===== src/design/rdoc_pkg.sv =====
// Constants for the remote decoder output and control block.
// Assumes a 100 MHz sys_clk and a synchronous active-high reset.
// Operation
// Record for every well-coded packet, learnt or not
// Record needs only Manchester check, no decryption
// 9600 baud, 8 data, 1 stop, no parity
// Ten characters: serial, button, CR, LF
// Uppercase hex digits, most significant first
// Button char bits D0-D3; lowercase if low battery
// Records at least 150 ms apart
// Decoded outputs low for active switches
// Decoded outputs follow learnt transmitters only
// Select high toggles, low is momentary
// Low-battery flag latched until good battery
// Select low: sample clock line as strap
// Pull-down means AM sync-low, pull-up FM
// Brief learn pin press enters learn
// Hold over 8 s starts erase
// Learn LED: on, off, flash, stored
// Seven internal, 48 with external EEPROM
// Erase LED: on while held, flash, dark
// One pin is switch and LED drive
// Host takes records only while output asserted
// Sleep input low sleeps, high runs
// Sleep holds decoded outputs and flag high
// Learn pin wakes from sleep, then back
// Momentary outputs held at least 350 ms
// Short press is learn, never erase
// New record only after LF stop bit
package rdoc_pkg;
  localparam int unsigned CLK_HZ = 100_000_000;
  localparam int unsigned BAUD = 9600;
  localparam int unsigned BIT_CYC = CLK_HZ / BAUD;
  localparam int unsigned CHAR_BITS = 10;
  localparam int unsigned REC_CHARS = 10;
  localparam int unsigned SN_DIGITS = 7;
  localparam int unsigned REC_GAP_MS = 150;
  localparam int unsigned REC_GAP_CYC = REC_GAP_MS * (CLK_HZ / 1000);
  localparam int unsigned MOM_MS = 350;
  localparam int unsigned MOM_CYC = MOM_MS * (CLK_HZ / 1000);
  localparam int unsigned ERASE_S = 8;
  localparam int unsigned ERASE_CYC = ERASE_S * CLK_HZ;
  localparam int unsigned FLASH_MS = 100;
  localparam int unsigned FLASH_CYC = FLASH_MS * (CLK_HZ / 1000);
  localparam int unsigned INT_SLOTS = 7;
  localparam int unsigned EXT_SLOTS = 48;
  localparam logic [7:0] CHAR_CR = 8'h0D;
  localparam logic [7:0] CHAR_LF = 8'h0A;
  localparam logic [7:0] BTN_UPPER = 8'h40;
  localparam logic [7:0] BTN_LOWER = 8'h60;
  localparam logic [3:0] OUT_RST = 4'hF;
endpackage : rdoc_pkg


===== src/design/rdoc_fifo2.sv =====
// Two-entry valid/ready buffer for record characters.
// Assumes one clock domain; both sides handshake on valid and ready.
module rdoc_fifo2 #(
  parameter int unsigned WIDTH = 8
) (
  // Clock and reset
  input wire logic sys_clk,
  input wire logic sys_rst,
  // Fill side
  input wire logic in_valid,
  output logic in_ready,
  input wire logic [WIDTH-1:0] in_data,
  // Drain side
  output logic out_valid,
  input wire logic out_ready,
  output logic [WIDTH-1:0] out_data
);
  logic [WIDTH-1:0] mem_ff [2];
  logic rd_ptr_ff;
  logic wr_ptr_ff;
  logic [1:0] count_ff;
  logic do_wr;
  logic do_rd;

  assign in_ready = (count_ff != 2'h2);
  assign out_valid = (count_ff != 2'h0);
  assign out_data = mem_ff[rd_ptr_ff];
  assign do_wr = in_valid && in_ready;
  assign do_rd = out_valid && out_ready;

  always_ff @(posedge sys_clk)
  begin
    if (do_wr)
    begin
      mem_ff[wr_ptr_ff] <= in_data;
    end
  end

  always_ff @(posedge sys_clk)
  begin
    if (sys_rst)
    begin
      rd_ptr_ff <= 1'b0;
      wr_ptr_ff <= 1'b0;
      count_ff <= 2'h0;
    end
    else
    begin
      if (do_wr)
        wr_ptr_ff <= ~wr_ptr_ff;
      if (do_rd)
        rd_ptr_ff <= ~rd_ptr_ff;
      count_ff <= count_ff + {1'b0, do_wr} - {1'b0, do_rd};
    end
  end
endmodule : rdoc_fifo2


===== src/design/rdoc_uart_tx.sv =====
// Asynchronous 8N1 character transmitter, idle high.
// Assumes characters arrive on a valid/ready handshake.
module rdoc_uart_tx #(
  parameter int unsigned BIT_CYCLES = rdoc_pkg::BIT_CYC
) (
  // Clock and reset
  input wire logic sys_clk,
  input wire logic sys_rst,
  // Character in
  input wire logic chr_valid,
  output logic chr_ready,
  input wire logic [7:0] chr_data,
  // Line
  output logic tx_line,
  output logic tx_busy
);
  logic [8:0] shift_ff;
  logic [3:0] bits_left_ff;
  logic [15:0] baud_ff;
  logic line_ff;

  assign chr_ready = (bits_left_ff == 4'h0);
  assign tx_line = line_ff;
  assign tx_busy = (bits_left_ff != 4'h0);

  // Start bit, 8 data LSB first, one stop bit, no parity
  always_ff @(posedge sys_clk)
  begin
    if (sys_rst)
    begin
      shift_ff <= 9'h1FF;
      bits_left_ff <= 4'h0;
      baud_ff <= 16'h0000;
      line_ff <= 1'b1;
    end
    else if (bits_left_ff == 4'h0)
    begin
      if (chr_valid)
      begin
        line_ff <= 1'b0;
        shift_ff <= {1'b1, chr_data};
        bits_left_ff <= 4'(rdoc_pkg::CHAR_BITS);
        baud_ff <= 16'(BIT_CYCLES - 1);
      end
    end
    else if (baud_ff != 16'h0000)
    begin
      baud_ff <= baud_ff - 16'h0001;
    end
    else
    begin
      // Last count ends the stop bit, so busy covers it fully
      bits_left_ff <= bits_left_ff - 4'h1;
      baud_ff <= 16'(BIT_CYCLES - 1);
      line_ff <= (bits_left_ff == 4'h1) ? 1'b1 : shift_ff[0];
      shift_ff <= {1'b1, shift_ff[8:1]};
    end
  end
endmodule : rdoc_uart_tx


===== src/design/rdoc_top.sv =====
// Output and control logic of the rolling-code remote decoder.
// Assumes the demodulator gives one-cycle packet strobes with fields.
module rdoc_top #(
  parameter int unsigned REC_GAP_CYCLES = rdoc_pkg::REC_GAP_CYC,
  parameter int unsigned MOM_CYCLES = rdoc_pkg::MOM_CYC,
  parameter int unsigned ERASE_CYCLES = rdoc_pkg::ERASE_CYC,
  parameter int unsigned FLASH_CYCLES = rdoc_pkg::FLASH_CYC
) (
  // Clock and reset
  input wire logic sys_clk,
  input wire logic sys_rst,
  // Packet from the demodulator
  input wire logic pkt_valid,
  input wire logic pkt_coding_ok,
  input wire logic pkt_learnt,
  input wire logic [27:0] pkt_serial,
  input wire logic encoder_switch_0,
  input wire logic encoder_switch_1,
  input wire logic encoder_switch_2,
  input wire logic encoder_switch_3,
  input wire logic pkt_low_batt,
  input wire logic rx_active,
  // Options and sleep pins
  input wire logic output_action_select,
  input wire logic sleep_run_n,
  // Decoded outputs and flag, active low
  output logic decoded_output_1,
  output logic decoded_output_2,
  output logic decoded_output_3,
  output logic decoded_output_4,
  output logic low_battery_flag,
  // Serial record out
  output logic ascii_serial_out,
  // Shared learn switch and LED pin
  input wire logic learn_erase_pin_in,
  output logic learn_erase_pin_out,
  output logic learn_erase_pin_oe,
  // EEPROM lines
  input wire logic eeprom_present,
  output logic eeprom_select,
  input wire logic eeprom_serial_clock_in,
  output logic eeprom_serial_clock_out,
  output logic eeprom_serial_clock_oe,
  // Memory engine handshake
  output logic learn_store_req,
  output logic erase_req,
  input wire logic erase_done,
  output logic sync_high_fm,
  output logic [5:0] slot_limit,
  output logic sleeping
);
  typedef enum logic [5:0] {
    LS_IDLE = 6'b000001,
    LS_PRESS = 6'b000010,
    LS_WAIT1 = 6'b000100,
    LS_WAIT2 = 6'b001000,
    LS_FLASH = 6'b010000,
    LS_ERASE = 6'b100000
  } rdoc_lrn_t;

  rdoc_lrn_t lrn_state_ff;
  rdoc_lrn_t nxt_lrn_state;

  logic [1:0] lrn_sync_ff;
  logic [1:0] clk_sync_ff;
  logic [1:0] sleep_sync_ff;
  logic pressed;
  logic asleep;
  logic [31:0] hold_cnt_ff;
  logic [31:0] flash_cnt_ff;
  logic [2:0] flash_n_ff;
  logic led_ff;
  logic store_ff;
  logic erase_ff;
  logic [3:0] out_ff;
  logic [3:0] raw_ff;
  logic lb_ff;
  logic fm_ff;
  logic sel_ff;
  logic [31:0] mom_cnt_ff [4];
  logic [31:0] gap_cnt_ff;
  logic [3:0] chr_idx_ff;
  logic [27:0] sn_ff;
  logic [7:0] btn_ff;
  logic rec_busy_ff;
  logic [7:0] chr;
  logic [3:0] nib;
  logic f_valid;
  logic f_ready;
  logic u_valid;
  logic u_ready;
  logic [7:0] u_data;
  logic tx_busy;
  logic tx_line;
  logic [3:0] sw;
  logic good_pkt;
  logic [3:0] scan_ff;
  logic press_ff;
  logic oe_ff;

  assign sw = {encoder_switch_3, encoder_switch_2, encoder_switch_1,
    encoder_switch_0};
  assign pressed = press_ff;
  assign asleep = ~sleep_sync_ff[1];

  // Two-stage synchronisers for pins
  always_ff @(posedge sys_clk)
  begin
    if (sys_rst)
    begin
      lrn_sync_ff <= 2'h3;
      clk_sync_ff <= 2'h0;
      sleep_sync_ff <= 2'h3;
    end
    else
    begin
      lrn_sync_ff <= {lrn_sync_ff[0], learn_erase_pin_in};
      clk_sync_ff <= {clk_sync_ff[0], eeprom_serial_clock_in};
      sleep_sync_ff <= {sleep_sync_ff[0], sleep_run_n};
    end
  end

  // LED sink would mask the switch: drop it 4 cycles in 16, read after
  // the synchroniser has seen the undriven pin
  always_ff @(posedge sys_clk)
  begin
    if (sys_rst)
    begin
      scan_ff <= 4'h0;
      press_ff <= 1'b0;
      oe_ff <= 1'b0;
    end
    else
    begin
      scan_ff <= scan_ff + 4'h1;
      oe_ff <= led_ff && (scan_ff < 4'hC);
      if (scan_ff == 4'hF)
        press_ff <= ~lrn_sync_ff[1];
    end
  end

  // Awake runs normally; no new packets while asleep unless learning
  assign good_pkt = pkt_valid && pkt_coding_ok &&
    (!asleep || lrn_state_ff != LS_IDLE);

  // Strap sensing while EEPROM unselected; pull-up picks FM
  always_ff @(posedge sys_clk)
  begin
    if (sys_rst)
    begin
      fm_ff <= 1'b0;
      sel_ff <= 1'b0;
    end
    else
    begin
      sel_ff <= 1'b0;
      if (!sel_ff)
        fm_ff <= clk_sync_ff[1];
    end
  end

  // Learn and erase sequencing on the shared pin
  always_comb
  begin
    nxt_lrn_state = lrn_state_ff;
    case (lrn_state_ff)
      LS_IDLE:
        if (pressed)
          nxt_lrn_state = LS_PRESS;
      LS_PRESS:
        if (!pressed)
          nxt_lrn_state = LS_WAIT1;
        else if (hold_cnt_ff >= ERASE_CYCLES)
          nxt_lrn_state = LS_ERASE;
      LS_WAIT1:
        if (pkt_valid && pkt_coding_ok)
          nxt_lrn_state = LS_WAIT2;
      LS_WAIT2:
        if (pkt_valid && pkt_coding_ok)
          nxt_lrn_state = LS_FLASH;
      LS_FLASH:
        if (flash_n_ff == 3'h0 && flash_cnt_ff == 32'h0)
          nxt_lrn_state = LS_IDLE;
      LS_ERASE:
        if (erase_done && !pressed)
          nxt_lrn_state = LS_IDLE;
      default:
        nxt_lrn_state = LS_IDLE;
    endcase
  end

  always_ff @(posedge sys_clk)
  begin
    if (sys_rst)
      lrn_state_ff <= LS_IDLE;
    else
      lrn_state_ff <= nxt_lrn_state;
  end

  // Hold timer: over the limit only while still pressed
  always_ff @(posedge sys_clk)
  begin
    if (sys_rst || lrn_state_ff != LS_PRESS)
      hold_cnt_ff <= 32'h0;
    else if (hold_cnt_ff < ERASE_CYCLES)
      hold_cnt_ff <= hold_cnt_ff + 32'h1;
  end

  // Flash timer; during erase it runs until the memory engine is done and the pin is released
  always_ff @(posedge sys_clk)
  begin
    if (sys_rst)
    begin
      flash_cnt_ff <= 32'h0;
      flash_n_ff <= 3'h0;
    end
    else if (nxt_lrn_state == LS_FLASH && lrn_state_ff != LS_FLASH)
    begin
      flash_cnt_ff <= 32'(FLASH_CYCLES - 1);
      flash_n_ff <= 3'h5;
    end
    else if (flash_cnt_ff != 32'h0)
      flash_cnt_ff <= flash_cnt_ff - 32'h1;
    else if (lrn_state_ff == LS_ERASE ||
      (lrn_state_ff == LS_FLASH && flash_n_ff != 3'h0))
    begin
      flash_cnt_ff <= 32'(FLASH_CYCLES - 1);
      if (lrn_state_ff == LS_ERASE)
        flash_n_ff <= flash_n_ff ^ 3'h1;
      else
        flash_n_ff <= flash_n_ff - 3'h1;
    end
  end

  // LED drive on the same pin, lit even while the switch is held
  always_ff @(posedge sys_clk)
  begin
    if (sys_rst)
      led_ff <= 1'b0;
    else
      case (lrn_state_ff)
        LS_PRESS: led_ff <= 1'b1;
        LS_WAIT1: led_ff <= 1'b1;
        LS_FLASH: led_ff <= flash_n_ff[0];
        LS_ERASE: led_ff <= pressed | (erase_done ? 1'b0
          : flash_n_ff[0]);
        default: led_ff <= 1'b0;
      endcase
  end

  // Store after second packet, erase request while in erase
  always_ff @(posedge sys_clk)
  begin
    if (sys_rst)
    begin
      store_ff <= 1'b0;
      erase_ff <= 1'b0;
    end
    else
    begin
      store_ff <= (lrn_state_ff == LS_WAIT2) && nxt_lrn_state == LS_FLASH;
      erase_ff <= (lrn_state_ff == LS_ERASE) && !erase_done;
    end
  end

  // Decoded outputs: learnt only, toggle or momentary
  genvar gi;
  generate
    for (gi = 0; gi < 4; gi++)
    begin : g_out
      always_ff @(posedge sys_clk)
      begin
        if (sys_rst)
        begin
          raw_ff[gi] <= 1'b0;
          mom_cnt_ff[gi] <= 32'h0;
        end
        else if (good_pkt && pkt_learnt && sw[gi])
        begin
          raw_ff[gi] <= output_action_select ? ~raw_ff[gi] : 1'b1;
          mom_cnt_ff[gi] <= 32'(MOM_CYCLES - 1);
        end
        else if (!output_action_select)
        begin
          if (mom_cnt_ff[gi] != 32'h0)
            mom_cnt_ff[gi] <= mom_cnt_ff[gi] - 32'h1;
          else if (!rx_active)
            raw_ff[gi] <= 1'b0;
        end
      end
      always_ff @(posedge sys_clk)
      begin
        if (sys_rst)
          out_ff[gi] <= rdoc_pkg::OUT_RST[gi];
        else
          out_ff[gi] <= asleep ? 1'b1 : ~raw_ff[gi];
      end
    end
  endgenerate

  // Low-battery flag latch
  always_ff @(posedge sys_clk)
  begin
    if (sys_rst)
      lb_ff <= 1'b0;
    else if (good_pkt && pkt_learnt)
      lb_ff <= pkt_low_batt;
  end

  // Record capture: any well-coded packet, no decryption
  always_ff @(posedge sys_clk)
  begin
    if (sys_rst)
    begin
      rec_busy_ff <= 1'b0;
      chr_idx_ff <= 4'h0;
      sn_ff <= 28'h0;
      btn_ff <= 8'h00;
      gap_cnt_ff <= 32'h0;
    end
    else
    begin
      if (gap_cnt_ff != 32'h0)
        gap_cnt_ff <= gap_cnt_ff - 32'h1;
      if (!rec_busy_ff && good_pkt && gap_cnt_ff == 32'h0 && !tx_busy
        && !u_valid)
      begin
        rec_busy_ff <= 1'b1;
        chr_idx_ff <= 4'h0;
        sn_ff <= pkt_serial;
        btn_ff <= (pkt_low_batt ? rdoc_pkg::BTN_LOWER : rdoc_pkg::BTN_UPPER)
          | {4'h0, sw};
        gap_cnt_ff <= 32'(REC_GAP_CYCLES - 1);
      end
      else if (rec_busy_ff && f_ready)
      begin
        chr_idx_ff <= chr_idx_ff + 4'h1;
        if (chr_idx_ff == 4'(rdoc_pkg::REC_CHARS - 1))
          rec_busy_ff <= 1'b0;
      end
    end
  end

  // Character of the record: hex digits MSB first, button, CR, LF
  always_comb
  begin
    nib = sn_ff[27:24];
    case (chr_idx_ff)
      4'h0: nib = sn_ff[27:24];
      4'h1: nib = sn_ff[23:20];
      4'h2: nib = sn_ff[19:16];
      4'h3: nib = sn_ff[15:12];
      4'h4: nib = sn_ff[11:8];
      4'h5: nib = sn_ff[7:4];
      default: nib = sn_ff[3:0];
    endcase
    if (chr_idx_ff < 4'(rdoc_pkg::SN_DIGITS))
      chr = (nib < 4'hA) ? (8'h30 + {4'h0, nib})
        : (8'h37 + {4'h0, nib});
    else if (chr_idx_ff == 4'h7)
      chr = btn_ff;
    else if (chr_idx_ff == 4'h8)
      chr = rdoc_pkg::CHAR_CR;
    else
      chr = rdoc_pkg::CHAR_LF;
  end

  assign f_valid = rec_busy_ff;

  rdoc_fifo2 #(.WIDTH(8)) u_buf (
    .sys_clk(sys_clk),
    .sys_rst(sys_rst),
    .in_valid(f_valid),
    .in_ready(f_ready),
    .in_data(chr),
    .out_valid(u_valid),
    .out_ready(u_ready),
    .out_data(u_data)
  );

  rdoc_uart_tx #(.BIT_CYCLES(rdoc_pkg::BIT_CYC)) u_tx (
    .sys_clk(sys_clk),
    .sys_rst(sys_rst),
    .chr_valid(u_valid),
    .chr_ready(u_ready),
    .chr_data(u_data),
    .tx_line(tx_line),
    .tx_busy(tx_busy)
  );

  // Registered pin drivers
  logic ser_ff;
  logic lb_out_ff;
  logic sleep_ff;
  always_ff @(posedge sys_clk)
  begin
    if (sys_rst)
    begin
      ser_ff <= 1'b1;
      lb_out_ff <= 1'b1;
      sleep_ff <= 1'b0;
    end
    else
    begin
      ser_ff <= tx_line;
      lb_out_ff <= asleep ? 1'b1 : ~lb_ff;
      sleep_ff <= asleep && lrn_state_ff == LS_IDLE;
    end
  end

  // Slot count follows EEPROM presence, updated every cycle after reset
  logic [5:0] slots_ff;
  always_ff @(posedge sys_clk)
  begin
    if (sys_rst)
      slots_ff <= 6'(rdoc_pkg::INT_SLOTS);
    else
      slots_ff <= eeprom_present ? 6'(rdoc_pkg::EXT_SLOTS)
        : 6'(rdoc_pkg::INT_SLOTS);
  end

  assign decoded_output_1 = out_ff[0];
  assign decoded_output_2 = out_ff[1];
  assign decoded_output_3 = out_ff[2];
  assign decoded_output_4 = out_ff[3];
  assign low_battery_flag = lb_out_ff;
  assign ascii_serial_out = ser_ff;
  // LED sinks the pin low; open-drain so the switch still reads
  assign learn_erase_pin_out = 1'b0;
  assign learn_erase_pin_oe = oe_ff;
  assign eeprom_select = sel_ff;
  assign eeprom_serial_clock_out = 1'b0;
  assign eeprom_serial_clock_oe = sel_ff;
  assign learn_store_req = store_ff;
  assign erase_req = erase_ff;
  assign sync_high_fm = fm_ff;
  assign slot_limit = slots_ff;
  assign sleeping = sleep_ff;
endmodule : rdoc_top


===== config.mk =====
export PLATFORM = sky130hd
export DESIGN_NAME = rdoc_top
export DESIGN_NICKNAME = d
export VERILOG_FILES = /design/src/design/rdoc_pkg.sv /design/src/design/rdoc_fifo2.sv /design/src/design/rdoc_uart_tx.sv /design/src/design/rdoc_top.sv
export SDC_FILE = /design/constraint.sdc
export NUM_CORES = 1
export LEC_CHECK = 0
export BUFFER_PORTS_ARGS = -buffer_cell sky130_fd_sc_hd__buf_4
export CAP_MARGIN = 20
export CORE_UTILIZATION = 40
export CTS_BUF_LIST = sky130_fd_sc_hd__clkbuf_16
export DETAILED_ROUTE_END_ITERATION = 16
export MAX_ROUTING_LAYER = met4
export SKIP_LAST_GASP = 1
export SLEW_MARGIN = 20
export SYNTH_ARGS = -nofsm -noshare
export SYNTH_HDL_FRONTEND = slang
export SYNTH_SLANG_ARGS = --single-unit

===== constraint.sdc =====
create_clock -name sys_clk -period 4.4 [get_ports sys_clk]
set_input_delay 0.88 -clock sys_clk [delete_from_list [all_inputs] [get_ports sys_clk]]
set_output_delay 0.88 -clock sys_clk [all_outputs]
set_load 0.05 [all_outputs]

==> flow_summary_export.csv <==
group,metric,value,unit
placement,numPortBuffers,60,
outcome,status,"finished clean",
power,power_density,521,mW/mm^2
synth,ys_ff_latch,350,
timing,worst-slew-pin-transition,0.849,ns
drt,firstDrtPassIters,5,
power,vdd_ir_drop_max,0.430,mV
finish,final_cell_mix,"nor2_1, dfxtp_1, nand2_1, edfxtp_1, a21oi_1",
synth,ys_async_sr_fraction,0,%
setup_path,max_stage_delay,0.70,ns
finish,final_nets,1918,
synth,seq_area_frac_synth,49.5,%
drt,viasPerCell,5.34,
die,die_area,0.0434,mm^2
finish,n_antenna_cell,0,
global_route,grt_pass1_wl,60.5,mm
setup_path,cp_cell_sequence,"or4_1, or4_1, nor4_1, and2_1, buf_4, a211oi_1, a311oi_1",
drt,drc,0,
timing,tns,0,ns
placement,dp_hpwl,23.6,mm
clock_network,post_cts_resized,0,
die,die_x,208,um
setup_path,critPathTopFamily,"simple AND/OR/NAND/NOR gates",
timing,skew,0.0223,ns
timing,setup_viol,0,
timing,rsz0062_at_grt,"false",
drt,routedWlPerCell,14.7,um
power,p_leak,6.67,nW
synth,yosysUniqueCellTypes,71,
global_route,grt_max_degree,54,
setup_path,arrival,3.90,ns
synth,synth-main-ff-cell,"dfxtp_1",
clock_network,cts.sink_count,350,
global_route,track_usage,17.1,%
die,row_count,75,
die,floorplan.initialDensity,40.6,%
setup_path,crit_cells,7,
setup_path,end_kind,"flop",
setup_path,crit_fanout,31,
setup_path,cp_data_required_time,4.87,ns
clock_network,tritoncts,"yes",
clock_network,numCtsBuffers,41,
die,ioPinCount,66,
setup_path,cp_slowest_cell,"nor4_1",
drt,num_vias,12900,
synth,synth_top_area_share,25.1,%
finish,drive_gt1_share,8.71,%
timing,relSlewSlack,42.6,%
setup_path,cp_common_cell,"or4_1",
worst_hold_path,min_path_cells,1,
timing,final_hold_viol_count,0,
timing,whs,0.394,ns
setup_path,criticalPathCategory,"flop to flop",
clock_network,root_buffer,"clkbuf_16",
setup_path,path_buf_inv,1,
synth,yosysTopAreaCell,"edfxtp_1",
synth,ys_top_cells_by_area,"edfxtp_1, dfxtp_1, xnor2_1",
synth,synthCells,1818,
die,core_region_area,0.0419,mm^2
finish,num-fill-cells,4051,
clock_network,postCtsSetupBuffers,0,
timing,fmax,0.292,GHz
flow_run,max-cap-violations,0,
synth,avgSynthCellArea,9.36,um^2
synth,synth-edff-count,142,
timing,drv_slew,0,
setup_path,rr_worst_depth,7,
drt,routed_wl,35.7,mm
synth,synth_area,0.0170,mm^2
clock_network,cts.path.max_buffers,3,
synth,yosys_warnings,0,
worst_hold_path,hp-class,"flop to flop",
global_route,antenna_found_initial,0,
clock_network,clk_latency,0.56,ns
clock_network,htreeDepth,2,
timing,period_needed,3.43,ns
finish,syn_to_final_growth,12.6,%
setup_path,critical_path.startpoint_type,"flop",
global_route,overflow,0,
drt,drtIter0Drc,699,
die,die_y,208,um
clock_network,holdBufCountCts,0,
timing,fin_crit_sh,78.0,%
drt,drtAntennaViolNets,0,
global_route,grt_pass1_vias,12300,
clock_network,path_clk_slew,0.06,ns
placement,place_congestion,0.800,
finish,final_common_cell,"nor2_1",
## synth_stat cells, drive strengths merged (34+ instances only)
library cell / number
nand3: 34
xor2: 65
dfxtp: 208
nand2: 154
nor3: 82
or3: 37
nor4: 50
edfxtp: 142
o21ai: 68
nor2: 253
a21oi: 139
inv: 37
clkbuf: 68
xnor2: 131
## flip-flops by register name (all words and copies together), names as in the netlist, 3 cells and up, named ones only
| name | flops |
|---|---|
| mom_cnt_ff | 128 |
| flash_cnt_ff | 32 |
| gap_cnt_ff | 32 |
| hold_cnt_ff | 32 |
| sn_ff | 28 |
| u_tx.baud_ff | 16 |
| u_buf.mem_ff | 14 |
| u_tx.shift_ff | 8 |
| btn_ff | 6 |
| lrn_state_ff | 6 |
| chr_idx_ff | 4 |
| raw_ff | 4 |
| scan_ff | 4 |
| u_tx.bits_left_ff | 4 |
| flash_n_ff | 3 |
## where the power goes
| part | internal (mW) | leakage, nW | switching [mW] |
|---|---|---|---|
| logic | 1.10 | 2.77 | 1.55 |
| registers | 3.81 | 3.23 | 0.372 |
| clock network | 1.83 | 0.671 | 1.34 |
## cell type report
| cell class | instances | area, um^2 | area share (%) |
|---|---|---|---|
| sequential | 350 | 8430 | 44.0 |
| multi-input combinational | 1340 | 8070 | 42.1 |
| clock buffer | 43 | 1080 | 5.61 |
| tap | 539 | 674 | 3.52 |
| timing repair buffer | 80 | 601 | 3.13 |
| clock inverter | 32 | 188 | 0.979 |
| inverter | 37 | 139 | 0.724 |
## per-stage QoR
stage	worst slack [ns]	std cells	util, %	total power, mW	instance area, um^2
detailed placement	0.976	2346	42.7	6.89	17900
global placement	1.04	2346	42.7	6.82	17900
CTS	0.953	2421	45.7	10.1	19200
floorplan	1.12	1822	-	6.31	17000
global route	0.674	2421	45.7	10.7	19200
finish	0.970	2421	45.7	10.0	19200
## layer usage
layer	GRT usage [%]	up-vias	wire, um
met1	23.0	6110	17400
li1	-	6540	-
met3	2.67	61	1490
met4	5.36	0	770
met5	-	-	0
met2	26.3	216	16000
## cell families after synthesis
kind of cell,after synthesis,synth area share [%]
fa+ha+maj,23,1.69
flops,350,49.5
simple gates,786,23.4
buf+inv,132,3.25
mux,12,0.706
compound gates,318,11.3
other cells,1,0.0220
xor+xnor,196,10.1
## worst paths after layout
kind,endpoint,slack (ns),startpoint
worst min-delay path,low_battery_flag$_SDFF_PP1_,0.39,lb_ff$_SDFFE_PP0P_
worst min register to register,low_battery_flag$_SDFF_PP1_,0.39,lb_ff$_SDFFE_PP0P_
worst max register to register,gap_cnt_ff[22]$_SDFFE_PP0P_,0.97,gap_cnt_ff[13]$_SDFFE_PP0P_
worst max-delay path,gap_cnt_ff[22]$_SDFFE_PP0P_,0.97,gap_cnt_ff[13]$_SDFFE_PP0P_
Power figures use the tool's default switching activity.
